`src/hdl/dtc_pkg.sv`:
```
// Shared constants for the dual timer/counter block.
// Assumes an AHB-Lite register port with 32-bit data and one core clock.
package dtc_pkg;

  // Register byte addresses
  localparam logic [31:0] ADDR_TCTRL = 32'h0000_0088;
  localparam logic [31:0] ADDR_TMODE = 32'h0000_008c;
  localparam logic [31:0] ADDR_TMODE_HI = 32'h0000_0090;
  localparam logic [31:0] ADDR_AUX = 32'h0000_0094;
  localparam logic [31:0] ADDR_TL0 = 32'h0000_0098;
  localparam logic [31:0] ADDR_TH0 = 32'h0000_009c;
  localparam logic [31:0] ADDR_TL1 = 32'h0000_00a0;
  localparam logic [31:0] ADDR_TH1 = 32'h0000_00a4;

  // Reset values
  localparam logic [7:0] TCTRL_RST = 8'h00;
  localparam logic [7:0] TMODE_RST = 8'h00;

  // timer_run_and_ext_irq_control fields
  localparam int B_IT_A = 0;
  localparam int B_IE_A = 1;
  localparam int B_IT_B = 2;
  localparam int B_IE_B = 3;
  localparam int B_RUN0 = 4;
  localparam int B_TF0 = 5;
  localparam int B_RUN1 = 6;
  localparam int B_TF1 = 7;

  // timer_mode_reg fields
  localparam int B_M0_LO = 0;
  localparam int B_CSEL0 = 2;
  localparam int B_GATE0 = 3;
  localparam int B_M1_LO = 4;
  localparam int B_CSEL1 = 6;
  localparam int B_GATE1 = 7;

  // Upper mode bit register and auxiliary_control_reg fields
  localparam int B_M0_HI = 0;
  localparam int B_M1_HI = 4;
  localparam int B_TOG0 = 0;
  localparam int B_TOG1 = 1;

  // mode_select_bits encodings
  localparam logic [2:0] MODE_PRESCALE = 3'h0;
  localparam logic [2:0] MODE_16BIT = 3'h1;
  localparam logic [2:0] MODE_RELOAD = 3'h2;
  localparam logic [2:0] MODE_SPLIT = 3'h3;
  localparam logic [2:0] MODE_PWM = 3'h6;

  // Counter shapes
  localparam int PRE_W = 5;
  localparam logic [PRE_W-1:0] PRE_MAX = 5'h1f;
  localparam logic [7:0] BYTE_MAX = 8'hff;
  localparam logic [7:0] BYTE_ZERO = 8'h00;
  localparam int N_PIN = 4;

endpackage : dtc_pkg

```
`src/hdl/dtc_top.sv`:
```
// Dual timer/counter with run/gate control, external interrupt flags,
// PWM and overflow toggle outputs, behind an AHB-Lite register slave.
// Assumes a single AHB-Lite master, single word transfers, one core clock.
// Function
// Prescaled mode counts 13 bits: high byte plus low five bits of low byte.
// Overflow flag sets when the count rolls from all ones to zero.
// Counting only when run bit set and gate off or gate pin high.
// Setting a run bit never changes the count registers.
// Each timer has its own gate select in the mode register.
// 16-bit mode uses the full high and low count bytes.
// Auto-reload: low byte counts, overflow sets flag and reloads from high byte.
// Second timer in split mode stops as if its run bit were clear.
// First timer split: low byte uses first timer's controls and flag.
// First timer split: high byte counts cycles on second run bit, sets second flag.
// Second timer then runs unless in its own split mode, without a flag.
// PWM mode behaves like auto-reload with a 256-clock period.
// In PWM mode hardware both sets and clears the overflow flag.
// Software keeps the PWM high byte within 1 to 254.
// PWM high period equals 256 minus the high byte.
// PWM high byte 00h forces the pin high, FFh forces it low.
// In PWM mode the flag rise still interrupts and software may clear it.
// Interrupt type bit set selects falling edge, clear selects low level.
// Edge flag set on detected edge, cleared on service or by software.
// Overflow flags clear on vectoring or by software except in PWM mode; here vectoring clears them in PWM mode as well.
// Toggle enable flips the timer pin on every overflow.
// Toggle output reads one until first overflow; needs internal clocking.
// Mode bits select prescaled, 16-bit, reload, split or PWM modes.
// Counter select chooses core clock or external count pin events.
// Count pin is synchronised and counted on each falling transition.
`timescale 1ns/1ns
module dtc_top (
  input wire logic i_core_clk,
  input wire logic i_rst_b,
  input wire logic i_hsel,
  input wire logic [31:0] i_haddr,
  input wire logic [1:0] i_htrans,
  input wire logic i_hwrite,
  input wire logic [2:0] i_hsize,
  input wire logic [31:0] i_hwdata,
  input wire logic i_hready,
  output logic o_hreadyout,
  output logic o_hresp,
  output logic [31:0] o_hrdata,
  input wire logic [1:0] i_gate_input_pin,
  input wire logic [1:0] i_count_pin,
  output logic [1:0] o_count_pin_out,
  output logic [1:0] o_count_pin_oe_b,
  input wire logic [1:0] i_tmr_irq_ack,
  input wire logic [1:0] i_ext_irq_ack,
  output logic [1:0] o_tmr_irq_req,
  output logic [1:0] o_ext_irq_req
);
  import dtc_pkg::*;

  typedef struct packed {
    logic [7:0] tctrl;
    logic [7:0] tmode;
    logic [7:0] tmode_hi;
    logic [1:0] tog_en;
    logic [1:0][7:0] tl;
    logic [1:0][7:0] th;
    logic [1:0] pwm_hi;
    logic [1:0] tog;
    logic [1:0] pin_out;
    logic [1:0] pin_oe_b;
    logic [1:0] ext_req;
    logic wr_pend;
    logic rd_pend;
    logic [31:0] addr;
    logic hready;
    logic [31:0] hrdata;
  } dtc_st_t;

  dtc_st_t q_ff;
  dtc_st_t nxt_q;

  logic [N_PIN-1:0] pin_lvl;
  logic [N_PIN-1:0] pin_fall;
  logic [1:0][2:0] mode;
  logic [1:0] gate_lvl;
  logic [1:0] cnt_fall;
  logic [1:0] csel;
  logic [1:0] tick;
  logic [1:0] hi_tick;
  logic [1:0] ovf;
  logic [1:0] hi_ovf;
  logic [1:0][7:0] step_tl;
  logic [1:0][7:0] step_th;
  logic t0_split;
  logic t1_split;
  logic addr_ok;

  // Gate pins in bits 1:0, count pins in bits 3:2
  dtc_pin_sync u_sync (
    .i_core_clk(i_core_clk),
    .i_rst_b(i_rst_b),
    .i_pin({i_count_pin, i_gate_input_pin}),
    .o_lvl(pin_lvl),
    .o_fall(pin_fall)
  );

  assign gate_lvl = pin_lvl[1:0];
  assign cnt_fall = pin_fall[3:2];
  assign mode[0] = {q_ff.tmode_hi[B_M0_HI], q_ff.tmode[B_M0_LO+1:B_M0_LO]};
  assign mode[1] = {q_ff.tmode_hi[B_M1_HI], q_ff.tmode[B_M1_LO+1:B_M1_LO]};
  assign csel = {q_ff.tmode[B_CSEL1], q_ff.tmode[B_CSEL0]};
  assign t0_split = (mode[0] == MODE_SPLIT);
  assign t1_split = (mode[1] == MODE_SPLIT);

  always_comb begin
    // First timer: run bit and its own gate select
    tick[0] = q_ff.tctrl[B_RUN0] & (~q_ff.tmode[B_GATE0] | gate_lvl[0])
              & (csel[0] ? cnt_fall[0] : 1'b1);
    // Second timer loses its run bit to the split first timer
    tick[1] = (t0_split ? 1'b1 : q_ff.tctrl[B_RUN1]) & ~t1_split
              & (~q_ff.tmode[B_GATE1] | gate_lvl[1])
              & (csel[1] ? cnt_fall[1] : 1'b1);
    hi_tick[0] = t0_split & q_ff.tctrl[B_RUN1];
    hi_tick[1] = 1'b0;
  end

  genvar gi;
  generate
    for (gi = 0; gi < 2; gi++) begin : g_tmr
      dtc_step u_step (
        .i_mode(mode[gi]),
        .i_tl(q_ff.tl[gi]),
        .i_th(q_ff.th[gi]),
        .i_cnt(tick[gi]),
        .i_hi_cnt(hi_tick[gi]),
        .i_pwm_hi(q_ff.pwm_hi[gi]),
        .o_tl(step_tl[gi]),
        .o_th(step_th[gi]),
        .o_ovf(ovf[gi]),
        .o_hi_ovf(hi_ovf[gi])
      );
    end
  endgenerate

  function automatic logic [7:0] rd_mux(input dtc_st_t s);
    logic [7:0] v;
    v = 8'h00;
    case (s.addr)
      ADDR_TCTRL: v = s.tctrl;
      ADDR_TMODE: v = s.tmode;
      ADDR_TMODE_HI: v = s.tmode_hi;
      ADDR_AUX: v = {6'h00, s.tog_en};
      ADDR_TL0: v = s.tl[0];
      ADDR_TH0: v = s.th[0];
      ADDR_TL1: v = s.tl[1];
      ADDR_TH1: v = s.th[1];
      default: v = 8'h00;
    endcase
    return v;
  endfunction : rd_mux

  assign addr_ok = i_hsel & i_hready & i_htrans[1];

  always_comb begin
    logic wr;
    logic [7:0] wd;
    logic [1:0] tf_set;
    logic [1:0] tf_clr;
    logic [1:0] is_pwm;
    logic [1:0] tog_ovf;
    wr = q_ff.wr_pend;
    wd = i_hwdata[7:0];
    tf_set = 2'b00;
    tf_clr = 2'b00;
    is_pwm = 2'b00;
    tog_ovf = 2'b00;
    nxt_q = q_ff;

    // Bus: writes commit in the data phase, reads take one wait state
    nxt_q.wr_pend = addr_ok & i_hwrite;
    nxt_q.rd_pend = addr_ok & ~i_hwrite;
    nxt_q.hready = ~(addr_ok & ~i_hwrite);
    if (addr_ok) begin
      nxt_q.addr = i_haddr;
    end
    if (q_ff.rd_pend) begin
      nxt_q.hrdata = {24'h000000, rd_mux(q_ff)};
    end

    // Counting, then software writes to the count bytes take priority
    nxt_q.tl = step_tl;
    nxt_q.th = step_th;
    if (wr) begin
      case (q_ff.addr)
        ADDR_TMODE: nxt_q.tmode = wd;
        ADDR_TMODE_HI: nxt_q.tmode_hi = wd;
        ADDR_AUX: nxt_q.tog_en = {wd[B_TOG1], wd[B_TOG0]};
        ADDR_TL0: nxt_q.tl[0] = wd;
        ADDR_TH0: nxt_q.th[0] = wd;
        ADDR_TL1: nxt_q.tl[1] = wd;
        ADDR_TH1: nxt_q.th[1] = wd;
        // Control write replaces run, flag and interrupt type bits; counts kept
        ADDR_TCTRL: nxt_q.tctrl = wd;
        default: nxt_q.tmode = q_ff.tmode;
      endcase
    end

    // Overflow flags
    for (int i = 0; i < 2; i++) begin
      is_pwm[i] = (mode[i] == MODE_PWM);
      if (ovf[i] && is_pwm[i]) begin
        nxt_q.pwm_hi[i] = ~q_ff.pwm_hi[i];
      end
      tf_set[i] = ovf[i] & ~(is_pwm[i] & q_ff.pwm_hi[i]);
      tf_clr[i] = i_tmr_irq_ack[i] | (ovf[i] & is_pwm[i] & q_ff.pwm_hi[i]);
    end
    // Split first timer: high byte owns the second flag, second timer has none
    if (t0_split) begin
      tf_set[1] = hi_ovf[0];
    end
    nxt_q.tctrl[B_TF0] = tf_set[0] | (nxt_q.tctrl[B_TF0] & ~tf_clr[0]);
    nxt_q.tctrl[B_TF1] = tf_set[1] | (nxt_q.tctrl[B_TF1] & ~tf_clr[1]);

    // External interrupt edge flags; set wins over any clear
    nxt_q.tctrl[B_IE_A] = (q_ff.tctrl[B_IT_A] & pin_fall[0])
                          | (nxt_q.tctrl[B_IE_A] & ~i_ext_irq_ack[0]);
    nxt_q.tctrl[B_IE_B] = (q_ff.tctrl[B_IT_B] & pin_fall[1])
                          | (nxt_q.tctrl[B_IE_B] & ~i_ext_irq_ack[1]);
    nxt_q.ext_req[0] = q_ff.tctrl[B_IT_A] ? nxt_q.tctrl[B_IE_A] : ~gate_lvl[0];
    nxt_q.ext_req[1] = q_ff.tctrl[B_IT_B] ? nxt_q.tctrl[B_IE_B] : ~gate_lvl[1];

    // Toggle and PWM pin outputs
    for (int i = 0; i < 2; i++) begin
      tog_ovf[i] = ovf[i] & q_ff.tog_en[i] & ~csel[i];
      if (nxt_q.tog_en[i] && !q_ff.tog_en[i]) begin
        nxt_q.tog[i] = 1'b1;
      end else if (tog_ovf[i]) begin
        nxt_q.tog[i] = ~q_ff.tog[i];
      end
      if (is_pwm[i]) begin
        if (nxt_q.th[i] == BYTE_ZERO) begin
          nxt_q.pin_out[i] = 1'b1;
        end else if (nxt_q.th[i] == BYTE_MAX) begin
          nxt_q.pin_out[i] = 1'b0;
        end else begin
          nxt_q.pin_out[i] = nxt_q.pwm_hi[i];
        end
      end else if (nxt_q.tog_en[i]) begin
        nxt_q.pin_out[i] = nxt_q.tog[i];
      end else begin
        nxt_q.pin_out[i] = 1'b1;
      end
      nxt_q.pin_oe_b[i] = ~(is_pwm[i] | nxt_q.tog_en[i]);
    end
  end

  always_ff @(posedge i_core_clk or negedge i_rst_b) begin
    if (!i_rst_b) begin
      q_ff <= '0;
      q_ff.tctrl <= TCTRL_RST;
      q_ff.tmode <= TMODE_RST;
      q_ff.hready <= 1'b1;
      q_ff.pin_out <= 2'b11;
      q_ff.pin_oe_b <= 2'b11;
    end else begin
      q_ff <= nxt_q;
    end
  end

  assign o_hreadyout = q_ff.hready;
  assign o_hresp = 1'b0;
  assign o_hrdata = q_ff.hrdata;
  assign o_count_pin_out = q_ff.pin_out;
  assign o_count_pin_oe_b = q_ff.pin_oe_b;
  assign o_tmr_irq_req = {q_ff.tctrl[B_TF1], q_ff.tctrl[B_TF0]};
  assign o_ext_irq_req = q_ff.ext_req;
endmodule : dtc_top

```
`src/hdl/dtc_pin_sync.sv`:
```
// Two-flop synchronisers and falling-edge detect for the external pins.
// Assumes asynchronous pins; outputs are in the core clock domain.
`timescale 1ns/1ns
module dtc_pin_sync (
  input wire logic i_core_clk,
  input wire logic i_rst_b,
  input wire logic [dtc_pkg::N_PIN-1:0] i_pin,
  output logic [dtc_pkg::N_PIN-1:0] o_lvl,
  output logic [dtc_pkg::N_PIN-1:0] o_fall
);
  import dtc_pkg::*;

  typedef struct packed {
    logic [N_PIN-1:0] s1;
    logic [N_PIN-1:0] s2;
    logic [N_PIN-1:0] s3;
  } dtc_sync_t;

  dtc_sync_t q_ff;
  dtc_sync_t nxt_q;

  always_comb begin
    nxt_q = q_ff;
    nxt_q.s1 = i_pin;
    nxt_q.s2 = q_ff.s1;
    nxt_q.s3 = q_ff.s2;
  end

  // Idle-high reset keeps a released reset from looking like an edge
  always_ff @(posedge i_core_clk or negedge i_rst_b) begin
    if (!i_rst_b) begin
      q_ff <= '1;
    end else begin
      q_ff <= nxt_q;
    end
  end

  assign o_lvl = q_ff.s2;
  assign o_fall = q_ff.s3 & ~q_ff.s2;

endmodule : dtc_pin_sync

```
`src/hdl/dtc_step.sv`:
```
// Next-count logic of one timer for every mode.
// Assumes tick inputs are single-cycle enables from the core clock domain.
`timescale 1ns/1ns
module dtc_step (
  input wire logic [2:0] i_mode,
  input wire logic [7:0] i_tl,
  input wire logic [7:0] i_th,
  input wire logic i_cnt,
  input wire logic i_hi_cnt,
  input wire logic i_pwm_hi,
  output logic [7:0] o_tl,
  output logic [7:0] o_th,
  output logic o_ovf,
  output logic o_hi_ovf
);
  import dtc_pkg::*;

  always_comb begin
    o_tl = i_tl;
    o_th = i_th;
    o_ovf = 1'b0;
    o_hi_ovf = 1'b0;
    case (i_mode)
      MODE_PRESCALE: begin
        if (i_cnt) begin
          // Upper low-byte bits are left as they are
          o_tl[PRE_W-1:0] = i_tl[PRE_W-1:0] + 5'h01;
          if (i_tl[PRE_W-1:0] == PRE_MAX) begin
            o_th = i_th + 8'h01;
            o_ovf = (i_th == BYTE_MAX);
          end
        end
      end
      MODE_16BIT: begin
        if (i_cnt) begin
          o_tl = i_tl + 8'h01;
          if (i_tl == BYTE_MAX) begin
            o_th = i_th + 8'h01;
            o_ovf = (i_th == BYTE_MAX);
          end
        end
      end
      MODE_RELOAD, MODE_PWM: begin
        if (i_cnt) begin
          if (i_tl == BYTE_MAX) begin
            o_ovf = 1'b1;
            // PWM alternates a th-long low phase and a (256-th)-long high phase
            if (i_mode == MODE_PWM && i_pwm_hi) begin
              o_tl = BYTE_ZERO - i_th;
            end else begin
              o_tl = i_th;
            end
          end else begin
            o_tl = i_tl + 8'h01;
          end
        end
      end
      MODE_SPLIT: begin
        if (i_cnt) begin
          o_tl = i_tl + 8'h01;
          o_ovf = (i_tl == BYTE_MAX);
        end
        if (i_hi_cnt) begin
          o_th = i_th + 8'h01;
          o_hi_ovf = (i_th == BYTE_MAX);
        end
      end
      default: begin
        o_tl = i_tl;
      end
    endcase
  end

endmodule : dtc_step

```
`config.mk`:
```
export PLATFORM = sky130hd
export DESIGN_NAME = dtc_top
export DESIGN_NICKNAME = d
export VERILOG_FILES = /design/src/hdl/dtc_pkg.sv /design/src/hdl/dtc_top.sv /design/src/hdl/dtc_pin_sync.sv /design/src/hdl/dtc_step.sv
export SDC_FILE = /design/constraint.sdc
export NUM_CORES = 1
export LEC_CHECK = 0
export BUFFER_PORTS_ARGS = -buffer_cell sky130_fd_sc_hd__clkbuf_2
export CAP_MARGIN = 20
export CELL_PAD_IN_SITES_DETAIL_PLACEMENT = 0
export CELL_PAD_IN_SITES_GLOBAL_PLACEMENT = 1
export CORE_AREA = 2 2 133 135
export CTS_CLUSTER_DIAMETER = 60
export DETAILED_ROUTE_END_ITERATION = 8
export DIE_AREA = 0 0 135 137
export PLACE_DENSITY = 0.78
export SKIP_LAST_GASP = 1
export SLEW_MARGIN = 20
export SYNTH_ARGS = -nofsm -noshare
export SYNTH_HDL_FRONTEND = slang
export SYNTH_SLANG_ARGS = --single-unit
```
`constraint.sdc`:
```
create_clock -name i_core_clk -period 3.3 [get_ports i_core_clk]
set_input_delay 0.33 -clock i_core_clk [delete_from_list [all_inputs] [get_ports i_core_clk]]
set_output_delay 0.33 -clock i_core_clk [all_outputs]
set_load 0.005 [all_outputs]
```
==> qor.txt <==
clock tree from TritonCTS - built
part of the total power dissipated in combinational logic - 13.1%
number of violations reported at the end of detailed-routing iteration 0 - 575
Reg clk slew, reported paths - 60 ps
number of standard cells after synthesis - 748
crit path setup slack, layout - 199 ps
I/O pin count - 124
most prevalent standard cell on the critical path - sky130_fd_sc_hd__ha_1
buffers added on ports - 70
simple-gate area share of the yosys netlist - 18.4%
most common flop cell mapped by yosys - sky130_fd_sc_hd__dfrtp_1
Post-synth top cells - 106 x sky130_fd_sc_hd__dfrtp_1, 57 x sky130_fd_sc_hd__nand2_1, 56 x sky130_fd_sc_hd__mux2_2
number of cell rows - 48
total routed wirelength - 20900 µm
GR Overflow Total - 0
worst reg-to-reg setup slack - 200 ps
routed vias - 6065
area grow syn2layout - 15.3%
routability congestion estimate from global placement - 0.946
relative max-transition margin - 44.8%
area share of fa/ha/maj cells after synthesis - 1.70%
Post-DRT Antenna Nets - 0
Sw Share - 28.4%
time the final worst path needs with I/O delays and setup - 3100 ps
EDFF count, synth - 0
post-synthesis compound-gate area fraction - 17.4%
total negative slack for setup checks - 0 ps
starting density of the core - 43.2%
Fin Hold WS - -9.17 ps
number of buffers and inverters on the critical path - 0
parity-gate share of the synthesized area counting xor and xnor cells - 2.97%
number of optimization iterations in the first detailed-route pass - 6
final-stage net count - 908
most area-consuming cells after synthesis - sky130_fd_sc_hd__dfrtp_1 36%, sky130_fd_sc_hd__mux2_2 8.6%, sky130_fd_sc_hd__dfstp_2 6.1%
part of the power in registers - 43.1%
Max Slew Vio Count - 0
clock skew after layout - 10.0 ps
fillcell total - 1590
worst reg-to-reg path cell count - 11
run status - complete, but fails checks
top cell type's share of synthesized area - 36.0%
antenna violations before repair - 0
Crit Path Max Fanout - 4
number of endpoints failing setup at the final stage - 0
path type of the worst setup path - flip-flop to flip-flop
area of the placeable core - 17100 µm²
average vias per placed instance - 5.75
nature of the critical path endpoint - flip-flop
slowest library cell on the worst path - sky130_fd_sc_hd__mux2_1
largest net degree at the start of global routing - 64
DIE AREA - 18500 µm²
pin slew with the least headroom to its limit - 828 ps
Total GRT Usage - 23.4%
reg-to-reg critical path startpoint - q_ff[93]
horizontal die dimension - 135 µm
Setup Slack @ Placement - 284 ps
register area share after synthesis - 42.1%
share of layout cells above drive strength 1 - 27.7%
clock tree root driver cell - sky130_fd_sc_hd__clkbuf_16
clock group share of total power - 43.8%
number of sinks driven by the clock tree - 123
via count of the first global-routing pass - 6007
cells along the critical path - ha_1, and3_1, ha_1, nand2_1, a211oi_1, o21ai_1, nor2_1, mux2_1, mux2_2, or3_1, o41ai_2
cell with the most instances after synthesis - sky130_fd_sc_hd__dfrtp_1
final routed wire length divided by cell count - 19.9 µm
buffer depth of the longest clock path - 2
static leakage power - 0.00373 µW
Max Cap Viol - 0
dominant combinational cell family by area after synthesis - simple AND/OR/NAND/NOR gates
total internal power - 3070 µW
area leader, netlist - sky130_fd_sc_hd__dfrtp_1
Yosys warning total - 0
count of cell instances traversed by the critical path - 11
mapped cell area - 7370 µm²
worst reg2reg path endpoint - o_count_pin_out[0]
clock latency on the worst-skew pair - 420 ps
number of failing hold endpoints at the final stage - 6
half-perimeter wire length of the detailed placement result - 15700 µm
maximum VDD drop - 0.000446 V
first-pass GRT wire length - 33100 µm
number of distinct standard cells referenced by the synthesized netlist - 79
maximum operating frequency - 323 MHz
switching component of the power - 1220 µW
unrepaired setup endpoints after global routing - false
H-tree levels - 4
remaining design rule violation count - 0
DIE HEIGHT - 137 µm
syn avg cell area - 9.85 µm²
required time at the worst-slack endpoint - 3610 ps
Max stage delay on crit path - 370 ps
multiplexer share of the synthesized area - 9.69%
Worst setup SP type - flip-flop
violated checks - hold timing
areal power density over the cells - 505 nW/µm²
Period Utilization, post-route - 94.0%
total setup buffers inserted after CTS - 0
number of clock buffers inserted by TritonCTS - 17
worst hold path type - input pin to async pin
diodes inserted - 0
worst setup path start - q_ff[93]
family of cells with the greatest summed delay on the critical path - simple AND/OR/NAND/NOR gates
flip-flop and latch count after synthesis - 123
arrival time at the worst endpoint - 3410 ps
total power consumption of the routed design - 4290 µW
share of synthesized registers carrying an async set or reset - 100%
-- sequential cells by signal, summed over array words and instances, names as in the netlist, 2 cells and up --
signal	flops
o_count_pin_out	2
mode	6
o_hrdata	8
q_ff	86
u_sync.q_ff	4
o_tmr_irq_req	2
csel	2
o_ext_irq_req	2
u_sync.o_lvl	4
u_sync.nxt_q	4
o_count_pin_oe_b	2
-- kinds of logic (layout without fill, tap and decap cells) --
family	Yosys count	in the layout
AO/OA/AOI/OAI	186	186
XOR/XNOR	25	25
adder cells (fa/ha/maj)	10	10
buffers and inverters	106	163
flip-flops	123	123
multiplexers	63	63
other	1	25
AND/OR/NAND/NOR	234	234
-- metrics by stage --
step	utilization (%)	cells	cell area (µm²)	hold WS, ps
after floorplan	-	772	7460	34.4
after global placement	46.1	1018	7860	346
after detailed placement	46.1	1018	7860	347
after CTS	49.8	1054	8500	22.8
after global routing	49.8	1054	8500	52.5
final	49.8	1054	8500	-9.17
-- worst reg2reg max path, cell delays in order, from the launching register on --
cell and delay, ps:
sky130_fd_sc_hd__dfrtp_1 360, sky130_fd_sc_hd__ha_1 220, sky130_fd_sc_hd__and3_1 200, sky130_fd_sc_hd__ha_1 210, sky130_fd_sc_hd__nand2_1 80, sky130_fd_sc_hd__a211oi_1 300, sky130_fd_sc_hd__o21ai_1 180, sky130_fd_sc_hd__nor2_1 200
sky130_fd_sc_hd__mux2_1 370, sky130_fd_sc_hd__mux2_2 280, sky130_fd_sc_hd__or3_1 360, sky130_fd_sc_hd__o41ai_2 240
-- power groups by stage --
stage          Sequential [µW]  Clock, µW  Combinational [µW]
2_1_floorplan             1800          0                 430
3_3_place_gp              1860          0                 535
3_5_place_dp              1870          0                 552
4_1_cts                   1850       1900                 562
5_1_grt                   1870       1980                 626
6_report                  1850       1880                 563
-- layout by cell type, fill, tap and decap left out, drive strengths merged, types with 10 or more instances in the layout --
master / instances
o21ai: 38
a22oi: 25
nor3: 11
a31oi: 14
xnor2: 18
nand4: 11
nand2: 59
buf: 30
nor2: 49
nand2b: 10
mux2: 57
ha: 10
a21oi: 37
clkbuf: 87
dfrtp: 106
inv: 33
dfstp: 17
nand3: 27
nor4: 20
o211ai: 15
conb: 25
-- how the worst max path moves through the flow --
stage / slack (ps) / to
after floorplan: 440 / o_count_pin_out[0]
after global placement: 320 / o_count_pin_out[1]
after detailed placement: 280 / o_count_pin_out[0]
after CTS: 240 / o_count_pin_out[0]
after global routing: 50 / o_count_pin_out[0]
final: 200 / o_count_pin_out[0]
-- what timing repair did --
action	4_1_cts	5_1_grt
resized for setup	0	0
hold buffers	4	0
hold endpoints to repair	4	0
-- metal layers --
layer | global-route usage (%) | wire (µm) | vias to the layer above
met3 | 4.52 | 1400 | 15
met1 | 32.8 | 9500 | 2964
li1 | - | - | 2821
met4 | 6.94 | 205 | 0
met2 | 37.1 | 9830 | 265
met5 | 0 | 0 | -
-- final cells by class --
cell class	count	area [µm²]	share of cell area [%]
repair buffers	103	623	7.33
inverters	28	105	1.24
flip-flops and latches	123	3100	36.5
clock inverters	14	160	1.88
multi-input cells	543	3790	44.6
well taps	225	282	3.31
clock buffers	18	439	5.17
(Power assumes the default switching activity.)
